<file path="src/shared/slsio_pkg.sv">
package slsio_pkg;
  // timing
  localparam int CLK_PERIOD_NS = 40;
  localparam int BLINK_HALF_MS = 250;
  localparam int BLINK_HALF_CYC = BLINK_HALF_MS * 1000000 / CLK_PERIOD_NS;
  // line counts and widths
  localparam int N_OUT = 10;
  localparam int N_IN = 12;
  localparam int SEL_W = 4;
  localparam int N_OFUNC = 4;
  localparam int N_IFUNC = 6;
  localparam int PROG_W = 8;
  localparam int N_PROG = 16;
  // register byte addresses
  localparam logic [7:0] A_CTRL = 8'h00;
  localparam logic [7:0] A_STATUS = 8'h04;
  localparam logic [7:0] A_OUTMAP = 8'h08;
  localparam logic [7:0] A_INMAP = 8'h0C;
  localparam logic [7:0] A_INT_STAT = 8'h10;
  localparam logic [7:0] A_INT_CLR = 8'h14;
  localparam logic [7:0] A_INT_EN = 8'h18;
  localparam logic [7:0] A_PCODE = 8'h1C;
  localparam logic [7:0] A_PTAB_ADDR = 8'h20;
  localparam logic [7:0] A_PTAB_DATA = 8'h24;
  // control register bits
  localparam int CTRL_START = 0;
  localparam int CTRL_PAUSE = 1;
  localparam int CTRL_STOP = 2;
  localparam int CTRL_RESUME = 3;
  localparam int CTRL_ECLR = 4;
  localparam int CTRL_MCHK = 8;
  // status register fields
  localparam int ST_STATE_LSB = 0;
  localparam int ST_LAMP_LSB = 4;
  localparam int ST_MAPERR = 8;
  localparam int ST_PVALID = 9;
  localparam int ST_MCHK = 10;
  localparam int ST_SCAN = 11;
  localparam int ST_PIDX_LSB = 16;
  // interrupt bits
  localparam int IRQ_ESTOP = 0;
  localparam int IRQ_FAULT = 1;
  localparam int IRQ_STOP = 2;
  localparam int IRQ_PFOUND = 3;
  localparam int IRQ_PMISS = 4;
  localparam int IRQ_MAPERR = 5;
  localparam int IRQ_W = 6;
  // reset line assignments, one nibble per function
  localparam logic [N_OFUNC*SEL_W-1:0] OUTMAP_RST = 16'h3210;
  localparam logic [N_IFUNC*SEL_W-1:0] INMAP_RST = 24'h543210;

  typedef enum logic [2:0] {ST_IDLE, ST_RUN, ST_PAUSE, ST_FPAUSE, ST_ESTOP} slsio_state_t;

  // lamp functions, bit order matches the output map nibbles
  typedef struct packed {
    logic activity;
    logic fault;
    logic idle;
    logic operating;
  } slsio_lamp_t;

  // input functions, bit order matches the input map nibbles
  typedef struct packed {
    logic area2;
    logic area_pause;
    logic area_estop;
    logic prog;
    logic start;
    logic estop;
  } slsio_fin_t;
endpackage

</file>
<file path="src/rtl/slsio_top.sv">
`timescale 1ns/100ps
`default_nettype none
module slsio_top
  import slsio_pkg::*;
#(
  parameter int BLINK_CYC = BLINK_HALF_CYC,
  parameter int PROG_DEPTH = N_PROG
) (
  input wire logic pclk,
  input wire logic presetn,
  input wire logic [7:0] paddr,
  input wire logic psel,
  input wire logic penable,
  input wire logic pwrite,
  input wire logic [31:0] pwdata,
  output logic [31:0] prdata,
  output logic pready,
  output logic pslverr,
  input wire logic [N_IN-1:0] in_lines,
  input wire logic [PROG_W-1:0] prog_code_pins,
  input wire logic feed_fault,
  input wire logic unit_fault,
  input wire logic prog_done,
  output logic [N_OUT-1:0] out_lines,
  output logic soldering_enable,
  output logic irq
);
  localparam int PI_W = $clog2(PROG_DEPTH);
  localparam int BC_W = $clog2(BLINK_CYC + 1);

  if (BLINK_CYC < 1 || PROG_DEPTH < 2 || N_IN > (1 << SEL_W) || N_OUT > (1 << SEL_W)) begin : g_bad
    $error("slsio_top: unsupported parameter values");
  end

  // pick the level on a selected line; an out-of-range number reads as inactive
  function automatic logic pick(input logic [N_IN-1:0] lines, input logic [SEL_W-1:0] sel);
    pick = (int'(sel) < N_IN) ? lines[sel] : 1'b0;
  endfunction

  // true when any two in-range fields of a map select the same line
  function automatic logic has_dup(input logic [N_IFUNC*SEL_W-1:0] map, input int n, input int lim);
    has_dup = 1'b0;
    for (int a = 0; a < n; a++) begin
      for (int b = a + 1; b < n; b++) begin
        if (map[a*SEL_W +: SEL_W] == map[b*SEL_W +: SEL_W] && int'(map[a*SEL_W +: SEL_W]) < lim) begin
          has_dup = 1'b1;
        end
      end
    end
  endfunction

  // three-stage synchronisers for pins; s1 feeds only s2
  logic [N_IN-1:0] in_s1_r, in_s2_r, in_s3_r, in_f_r, in_f_nxt;
  logic [PROG_W-1:0] pc_s1_r, pc_s2_r, pc_s3_r, pc_f_r, pc_f_nxt;

  // a change counts once stages two and three agree
  always_comb begin
    in_f_nxt = (in_s2_r & ~(in_s2_r ^ in_s3_r)) | (in_f_r & (in_s2_r ^ in_s3_r));
    pc_f_nxt = (pc_s2_r & ~(pc_s2_r ^ pc_s3_r)) | (pc_f_r & (pc_s2_r ^ pc_s3_r));
  end

  always_ff @(posedge pclk or negedge presetn) begin
    if (!presetn) begin
      in_s1_r <= '0;
      in_s2_r <= '0;
      in_s3_r <= '0;
      in_f_r <= '0;
      pc_s1_r <= '0;
      pc_s2_r <= '0;
      pc_s3_r <= '0;
      pc_f_r <= '0;
    end else begin
      in_s1_r <= in_lines;
      in_s2_r <= in_s1_r;
      in_s3_r <= in_s2_r;
      in_f_r <= in_f_nxt;
      pc_s1_r <= prog_code_pins;
      pc_s2_r <= pc_s1_r;
      pc_s3_r <= pc_s2_r;
      pc_f_r <= pc_f_nxt;
    end
  end

  // register state
  logic mchk_r, mchk_nxt;
  logic [N_OFUNC*SEL_W-1:0] omap_r, omap_nxt;
  logic [N_IFUNC*SEL_W-1:0] imap_r, imap_nxt;
  logic [IRQ_W-1:0] istat_r, istat_nxt, ien_r, ien_nxt, ev;
  logic [PI_W-1:0] ptab_a_r, ptab_a_nxt;
  logic [31:0] prdata_nxt;
  slsio_state_t st_r, st_nxt;
  slsio_lamp_t lamp_r, lamp_nxt;
  slsio_fin_t fin;
  logic start_q_r, prog_q_r, map_err_r, map_err_nxt;
  logic scan_r, scan_nxt, chk_r, chk_nxt, pvalid_r, pvalid_nxt;
  logic [PI_W-1:0] sidx_r, sidx_nxt, cidx_r, cidx_nxt, pidx_r, pidx_nxt;
  logic [PROG_W-1:0] pcode_r, pcode_nxt, mem_rd;
  logic [BC_W-1:0] bcnt_r, bcnt_nxt;
  logic blink_r, blink_nxt, solder_nxt;
  // search events kept apart so the event vector has a single writer
  logic ev_found, ev_miss;
  logic [N_OUT-1:0] out_nxt;

  wire logic wr = psel & penable & pwrite;
  wire logic rd_setup = psel & ~penable & ~pwrite;
  wire logic ctrl_wr = wr && paddr == A_CTRL;
  wire logic h_start = ctrl_wr & pwdata[CTRL_START];
  wire logic h_pause = ctrl_wr & pwdata[CTRL_PAUSE];
  wire logic h_stop = ctrl_wr & pwdata[CTRL_STOP];
  wire logic h_resume = ctrl_wr & pwdata[CTRL_RESUME];
  wire logic h_eclr = ctrl_wr & pwdata[CTRL_ECLR];
  wire logic ptab_we = wr && paddr == A_PTAB_DATA;

  // input functions taken from their assigned lines
  always_comb begin
    fin.estop = pick(in_f_r, imap_r[0*SEL_W +: SEL_W]);
    fin.start = pick(in_f_r, imap_r[1*SEL_W +: SEL_W]);
    fin.prog = pick(in_f_r, imap_r[2*SEL_W +: SEL_W]);
    fin.area_estop = pick(in_f_r, imap_r[3*SEL_W +: SEL_W]);
    fin.area_pause = pick(in_f_r, imap_r[4*SEL_W +: SEL_W]);
    fin.area2 = pick(in_f_r, imap_r[5*SEL_W +: SEL_W]);
  end

  wire logic start_edge = fin.start & ~start_q_r;
  wire logic prog_edge = fin.prog & ~prog_q_r;
  // area2 only counts in the run state, which includes motion-check runs
  wire logic estop_req = fin.estop | fin.area_estop | (fin.area2 & st_r == ST_RUN);
  wire logic estop_hold = fin.estop | fin.area_estop;

  // program state machine
  always_comb begin
    st_nxt = st_r;
    case (st_r)
      ST_IDLE: begin
        if ((start_edge | h_start) & pvalid_r & ~scan_r) begin
          st_nxt = ST_RUN;
        end
      end
      ST_RUN: begin
        if (start_edge | h_stop | prog_done) begin
          st_nxt = ST_IDLE;
        end else if (fin.area_pause | h_pause) begin
          st_nxt = ST_PAUSE;
        end else if (feed_fault | unit_fault) begin
          st_nxt = ST_FPAUSE;
        end
      end
      ST_PAUSE, ST_FPAUSE: begin
        if (h_stop) begin
          st_nxt = ST_IDLE;
        end else if ((h_resume | start_edge) & ~fin.area_pause) begin
          st_nxt = ST_RUN;
        end
      end
      ST_ESTOP: begin
        // leaving needs software and a released stop source
        if (h_eclr & ~estop_hold) begin
          st_nxt = ST_IDLE;
        end
      end
      default: st_nxt = ST_IDLE;
    endcase
    if (estop_req && st_r != ST_ESTOP) begin
      st_nxt = ST_ESTOP;
    end
  end

  // program-number search over the stored table
  always_comb begin
    scan_nxt = scan_r;
    sidx_nxt = sidx_r;
    chk_nxt = 1'b0;
    cidx_nxt = sidx_r;
    pcode_nxt = pcode_r;
    pidx_nxt = pidx_r;
    pvalid_nxt = pvalid_r;
    ev_found = 1'b0;
    ev_miss = 1'b0;
    if (scan_r) begin
      chk_nxt = 1'b1;
      if (int'(sidx_r) < PROG_DEPTH - 1) begin
        sidx_nxt = sidx_r + 1'b1;
      end else begin
        scan_nxt = 1'b0;
      end
    end
    if (chk_r) begin
      if (mem_rd == pcode_r) begin
        pidx_nxt = cidx_r;
        pvalid_nxt = 1'b1;
        ev_found = 1'b1;
        scan_nxt = 1'b0;
        chk_nxt = 1'b0;
      end else if (int'(cidx_r) == PROG_DEPTH - 1) begin
        ev_miss = 1'b1;
      end
    end
    // a new select restarts the search; loading is refused while running
    if (prog_edge && st_r == ST_IDLE) begin
      pcode_nxt = pc_f_r;
      scan_nxt = 1'b1;
      sidx_nxt = '0;
      chk_nxt = 1'b0;
      pvalid_nxt = 1'b0;
    end
  end

  // lamp decisions from the state; run includes motion-check runs
  always_comb begin
    bcnt_nxt = bcnt_r + 1'b1;
    blink_nxt = blink_r;
    if (int'(bcnt_r) >= BLINK_CYC - 1) begin
      bcnt_nxt = '0;
      blink_nxt = ~blink_r;
    end
    lamp_nxt.operating = st_r == ST_RUN || st_r == ST_PAUSE || st_r == ST_FPAUSE;
    lamp_nxt.idle = st_r != ST_RUN;
    lamp_nxt.fault = st_r == ST_FPAUSE || st_r == ST_ESTOP;
    lamp_nxt.activity = lamp_nxt.operating & blink_r;
    solder_nxt = st_nxt == ST_RUN && !mchk_r;
    map_err_nxt = has_dup({8'h00, omap_r}, N_OFUNC, N_OUT) | has_dup(imap_r, N_IFUNC, N_IN);
    out_nxt = '0;
    for (int f = 0; f < N_OFUNC; f++) begin
      for (int l = 0; l < N_OUT; l++) begin
        if (int'(omap_r[f*SEL_W +: SEL_W]) == l && lamp_r[f]) begin
          out_nxt[l] = 1'b1;
        end
      end
    end
  end

  // register file writes, sticky status and read capture
  always_comb begin
    mchk_nxt = mchk_r;
    omap_nxt = omap_r;
    imap_nxt = imap_r;
    ien_nxt = ien_r;
    ptab_a_nxt = ptab_a_r;
    ev[IRQ_ESTOP] = st_nxt == ST_ESTOP && st_r != ST_ESTOP;
    ev[IRQ_FAULT] = st_nxt == ST_FPAUSE && st_r != ST_FPAUSE;
    ev[IRQ_STOP] = st_nxt == ST_IDLE && st_r != ST_IDLE;
    ev[IRQ_MAPERR] = map_err_nxt & ~map_err_r;
    ev[IRQ_PFOUND] = ev_found;
    ev[IRQ_PMISS] = ev_miss;
    istat_nxt = istat_r;
    if (wr) begin
      case (paddr)
        A_CTRL: mchk_nxt = pwdata[CTRL_MCHK];
        A_OUTMAP: omap_nxt = pwdata[N_OFUNC*SEL_W-1:0];
        A_INMAP: imap_nxt = pwdata[N_IFUNC*SEL_W-1:0];
        A_INT_CLR: istat_nxt = istat_r & ~pwdata[IRQ_W-1:0];
        A_INT_EN: ien_nxt = pwdata[IRQ_W-1:0];
        A_PTAB_ADDR: ptab_a_nxt = pwdata[PI_W-1:0];
        default: ;
      endcase
    end
    // a new event wins over a clear in the same cycle
    istat_nxt = istat_nxt | ev;
    prdata_nxt = prdata;
    if (rd_setup) begin
      prdata_nxt = '0;
      case (paddr)
        A_CTRL: prdata_nxt[CTRL_MCHK] = mchk_r;
        A_STATUS: begin
          prdata_nxt[ST_STATE_LSB +: 3] = st_r;
          prdata_nxt[ST_LAMP_LSB +: N_OFUNC] = lamp_r;
          prdata_nxt[ST_MAPERR] = map_err_r;
          prdata_nxt[ST_PVALID] = pvalid_r;
          prdata_nxt[ST_MCHK] = mchk_r;
          prdata_nxt[ST_SCAN] = scan_r;
          prdata_nxt[ST_PIDX_LSB +: PI_W] = pidx_r;
        end
        A_OUTMAP: prdata_nxt[N_OFUNC*SEL_W-1:0] = omap_r;
        A_INMAP: prdata_nxt[N_IFUNC*SEL_W-1:0] = imap_r;
        A_INT_STAT: prdata_nxt[IRQ_W-1:0] = istat_r;
        A_INT_EN: prdata_nxt[IRQ_W-1:0] = ien_r;
        A_PCODE: prdata_nxt[PROG_W-1:0] = pcode_r;
        A_PTAB_ADDR: prdata_nxt[PI_W-1:0] = ptab_a_r;
        default: ;
      endcase
    end
  end

  // write-only registers read as zero; holes answer with an error
  always_comb begin
    pready = 1'b1;
    pslverr = psel & penable & ~(paddr inside {A_CTRL, A_STATUS, A_OUTMAP, A_INMAP,
      A_INT_STAT, A_INT_CLR, A_INT_EN, A_PCODE, A_PTAB_ADDR, A_PTAB_DATA});
    irq = |(istat_r & ien_r);
  end

  always_ff @(posedge pclk or negedge presetn) begin
    if (!presetn) begin
      st_r <= ST_IDLE;
      mchk_r <= 1'b0;
      omap_r <= OUTMAP_RST;
      imap_r <= INMAP_RST;
      istat_r <= '0;
      ien_r <= '0;
      ptab_a_r <= '0;
      prdata <= '0;
      start_q_r <= 1'b0;
      prog_q_r <= 1'b0;
      map_err_r <= 1'b0;
      scan_r <= 1'b0;
      chk_r <= 1'b0;
      sidx_r <= '0;
      cidx_r <= '0;
      pidx_r <= '0;
      pcode_r <= '0;
      pvalid_r <= 1'b0;
      bcnt_r <= '0;
      blink_r <= 1'b0;
      lamp_r <= '0;
      out_lines <= '0;
      soldering_enable <= 1'b0;
    end else begin
      st_r <= st_nxt;
      mchk_r <= mchk_nxt;
      omap_r <= omap_nxt;
      imap_r <= imap_nxt;
      istat_r <= istat_nxt;
      ien_r <= ien_nxt;
      ptab_a_r <= ptab_a_nxt;
      prdata <= prdata_nxt;
      start_q_r <= fin.start;
      prog_q_r <= fin.prog;
      map_err_r <= map_err_nxt;
      scan_r <= scan_nxt;
      chk_r <= chk_nxt;
      sidx_r <= sidx_nxt;
      cidx_r <= cidx_nxt;
      pidx_r <= pidx_nxt;
      pcode_r <= pcode_nxt;
      pvalid_r <= pvalid_nxt;
      bcnt_r <= bcnt_nxt;
      blink_r <= blink_nxt;
      lamp_r <= lamp_nxt;
      out_lines <= out_nxt;
      soldering_enable <= solder_nxt;
    end
  end

  // stored program numbers; software fills them through the data port
  slsio_prog_mem #(
    .DEPTH(PROG_DEPTH),
    .WIDTH(PROG_W)
  ) u_mem (
    .clk(pclk),
    .we(ptab_we),
    .waddr(ptab_a_r),
    .wdata(pwdata[PROG_W-1:0]),
    .raddr(sidx_r),
    .rdata(mem_rd)
  );
endmodule
`default_nettype wire

</file>
<file path="src/rtl/slsio_prog_mem.sv">
`timescale 1ns/100ps
`default_nettype none
module slsio_prog_mem #(
  parameter int DEPTH = 16,
  parameter int WIDTH = 8
) (
  input wire logic clk,
  input wire logic we,
  input wire logic [$clog2(DEPTH)-1:0] waddr,
  input wire logic [WIDTH-1:0] wdata,
  input wire logic [$clog2(DEPTH)-1:0] raddr,
  output logic [WIDTH-1:0] rdata
);
  logic [WIDTH-1:0] mem [DEPTH];

  // no reset: contents are undefined until software fills the table
  always_ff @(posedge clk) begin
    if (we) begin
      mem[waddr] <= wdata;
    end
    rdata <= mem[raddr];
  end
endmodule
`default_nettype wire

</file>
<file path="config.mk">
export PLATFORM = sky130hd
export DESIGN_NAME = slsio_top
export DESIGN_NICKNAME = d
export VERILOG_FILES = /design/src/shared/slsio_pkg.sv /design/src/rtl/slsio_top.sv /design/src/rtl/slsio_prog_mem.sv
export SDC_FILE = /design/constraint.sdc
export NUM_CORES = 1
export LEC_CHECK = 0
export BUFFER_PORTS_ARGS = -buffer_cell sky130_fd_sc_hd__buf_4
export CORE_ASPECT_RATIO = 1.25
export CORE_MARGIN = 2
export CORE_UTILIZATION = 25
export CTS_CLUSTER_SIZE = 8
export DETAILED_ROUTE_END_ITERATION = 6
export PLACE_DENSITY = 0.45
export SLEW_MARGIN = 0
export SYNTH_ARGS = -nofsm -noshare
export SYNTH_HDL_FRONTEND = slang
export SYNTH_HIERARCHICAL = 1
export SYNTH_SLANG_ARGS = --single-unit
</file>
<file path="constraint.sdc">
create_clock -name pclk -period 3 [get_ports pclk]
set_input_delay 0.6 -clock pclk [delete_from_list [all_inputs] [get_ports pclk]]
set_output_delay 0.6 -clock pclk [all_outputs]
set_load 0.005 [all_outputs]
</file>
==> impl_metrics.tcl <==
set metrics [dict create \
    root_buffer "clkbuf_16" \
    min_path_type "in2reg" \
    cp_max_fo 4 \
    synth_cell_type_count 77 \
    clk_transition_reported_paths_ns 0.06 \
    place_inst 2112 \
    place_ws_ns 0.195 \
    grt_pass1_wl_mm 69.8 \
    rsz0062_at_grt "no" \
    grt_usage 0.141 \
    io_pins 114 \
    ys.flop_type "dfrtp_1" \
    synth_top_family_by_area "multiplexers" \
    layout-drive-gt1-share 0.231 \
    setup_viol_count_final 0 \
    synth_fa_ha_area_frac 0.0140 \
    finalCriticalPeriod_ns 2.65 \
    worstSetupPathType "reg2reg" \
    hold_slack_ns 0.0980 \
    grt_max_degree 65 \
    postRouteWirelength_mm 46.4 \
    netlist_instances 1192 \
    syn-cell-area_mm2 0.0161 \
    clock_latency_ns 0.60 \
    fp.dieArea_mm2 0.0663 \
    max-slew-margin-rel 0.526 \
    core_area_mm2 0.0634 \
    stdcell_area_mm2 0.0194 \
    power_mw 12.9 \
    peakVddDrop_mv 0.429 \
    synth_top_cell_by_area "dfrtp_1" \
    synth_compound_area_frac 0.0635 \
    drv_slew 0 \
    antenna_found_initial 0 \
    worstPathRequired_ns 3.51 \
    drtAntennaViolNets 0 \
    rows 103 \
    syn_avg_cell_area_um2 13.5 \
    firstDrtPassIters 5 \
    drc_errors 0 \
    worstPathArrival_ns 3.16 \
    clock.fmax_ghz 0.377 \
    ys.warnings.count 6 \
    hold_viol_final 0 \
    leakage_nw 7.86 \
    cts_sinks 365 \
    clockBufferDepth 3 \
    setup_slack_ns 0.350 \
    overflow 0 \
    finalNonFillerCells 2209 \
    synth_mux_area_frac 0.119 \
    place.port_buffers 96 \
    grt_pass1_vias 10700 \
    yosysTopAreaCellShare 0.340 \
    via_count 10200 \
    synth_xor_area_frac 0.0605 \
    synth_common_cells "dfrtp_1 (218), edfxtp_1 (128), nand2_1 (98)" \
    htreeDepth 2 \
    antennaDiodeCount 0 \
    synth-seq-cells 365 \
    die_x_um 231 \
    status "completed" \
    synth_area_leaders "dfrtp_1 (34%), edfxtp_1 (24%), mux4_2 (3.8%)" \
    routedWlPerCell_um 21.0 \
    skew_ns 0.0316 \
    cts_inserted_buffers 51 \
    die_height_um 287 \
    utilization 0.306 \
    async_flop_share 0.627 \
    yosysMostFrequentCell "dfrtp_1" \
    powerDensity_mw_per_mm2 665 \
    fin_tns_setup_ns 0 \
    drtIter0Drc 788 \
    start_util 0.253 \
    gp_congestion 0.779 \
    drt-vias-per-instance 4.60 \
    cts_tree "built" \
    synth_edf_count 128 \
    place_area_mm2 0.0179 \
    tightest_slew_ns 0.712 \
    finalNetCount 1396 \
    fin_crit_sh 0.883 \
    ys_seq_area_frac 0.607 \
    drv_cap 0 \
    end_kind "register" \
    startpoint_type "register" \
    synthToLayoutAreaGrowth_pct 20.8 \
    yosys.area_share.simple 0.104 \
    hpwl_mm 32.0 \
]
[what timing repair did]
item                      4_1_cts  5_1_grt
buffers inserted                0        0
gates resized for setup         0        0
hold endpoints to repair       47        0
hold buffers                    1        0
[cells by family (layout without fill, tap and decap cells)]
kind of cell | after synthesis | after routing
multiplexers | 120 | 120
flip-flops | 365 | 365
other | 2 | 9
AO/OA/AOI/OAI | 140 | 140
AND/OR/NAND/NOR | 339 | 339
buffers and inverters | 93 | 263
adder cells (fa/ha/maj) | 22 | 22
XOR/XNOR | 111 | 111
[power by group]
group,internal (mW),switching (mW),total (mW)
registers,5.45,0.316,5.76
clock network,3.20,2.17,5.37
logic,0.832,0.942,1.77
total,9.48,3.43,12.9
[final timing paths]
kind                                        startpoint                         end  slack [ns]  cells past startpoint
worst min-delay path                      in_lines[10]       in_s1_r[10]$_DFF_PN0_         0.1                      1
min in group asynchronous                      presetn      prdata[13]$_DFFE_PN0P_        0.55                      2
worst max register to register  imap_r[12]$_DFFE_PN1P_  soldering_enable$_DFF_PN0_        0.35                      7
worst max-delay path            imap_r[12]$_DFFE_PN1P_  soldering_enable$_DFF_PN0_        0.35                      7
worst min register to register    in_s1_r[9]$_DFF_PN0_        in_s2_r[9]$_DFF_PN0_        0.34                      0
max in group asynchronous                      presetn        pc_s3_r[7]$_DFF_PN0_        1.66                      3
[registers in the layout, summed over array words and instances (netlist names), 3 cells and up, named ones only]
| name | cells |
|---|---|
| in_s1_r | 12 |
| pc_s2_r | 8 |
| bcnt_r | 23 |
| omap_r | 16 |
| in_s3_r | 12 |
| pc_s1_r | 8 |
| prdata | 24 |
| st_r | 3 |
| ptab_a_r | 4 |
| cidx_nxt | 4 |
| cidx_r | 4 |
| ien_r | 6 |
| pcode_r | 8 |
| out_lines | 10 |
| u_mem/rdata | 8 |
| lamp_r | 4 |
| istat_r | 6 |
| pidx_r | 4 |
| in_s2_r | 12 |
| imap_r | 24 |
| u_mem/mem | 128 |
| pc_s3_r | 8 |
[critical path, stage by stage (launching register included)]
cell and delay [ns]:
dfstp_2 0.58, mux4_1 0.57, mux2i_1 0.15, o22ai_1 0.09, a311o_1 0.37, or3_4 0.41
a32oi_2 0.17, and4b_1 0.23
[layout by cell type (no fill, tap or decap), types with 11 or more instances in the layout]
cell type,instances
a22oi_1,26
mux4_2,27
clkbuf_16,51
mux2i_1,20
nor3_1,18
dfstp_2,11
nand4_1,18
a21oi_1,13
mux2_2,51
maj3_1,20
o21ai_0,23
nor4_1,19
dfrtp_1,217
edfxtp_1,128
inv_1,14
mux4_1,19
a31oi_1,17
buf_4,147
nand3_1,26
xnor2_1,42
xor2_1,69
nand3b_1,14
nand2_1,98
clkbuf_1,42
nor2_1,91
[area by class of cell]
| class | count | area, um2 |
|---|---|---|
| Multi-Input combinational cell | 741 | 5850 |
| Clock inverter | 3 | 55.1 |
| Timing Repair Buffer | 153 | 1210 |
| Tap cell | 840 | 1050 |
| Clock buffer | 93 | 1430 |
| Fill cell | 6446 | 44000 |
| Sequential cell | 365 | 9750 |
| Inverter | 14 | 52.6 |
[metal layers]
layer	vias up	track usage	part of all wire
met3	85	0.0248	0.039
met2	242	0.249	0.51
met5	-	0	0
met1	5182	0.172	0.42
met4	0	0.0521	0.032
li1	4655	-	-
Note: power is estimated with default switching activity, not from simulation.
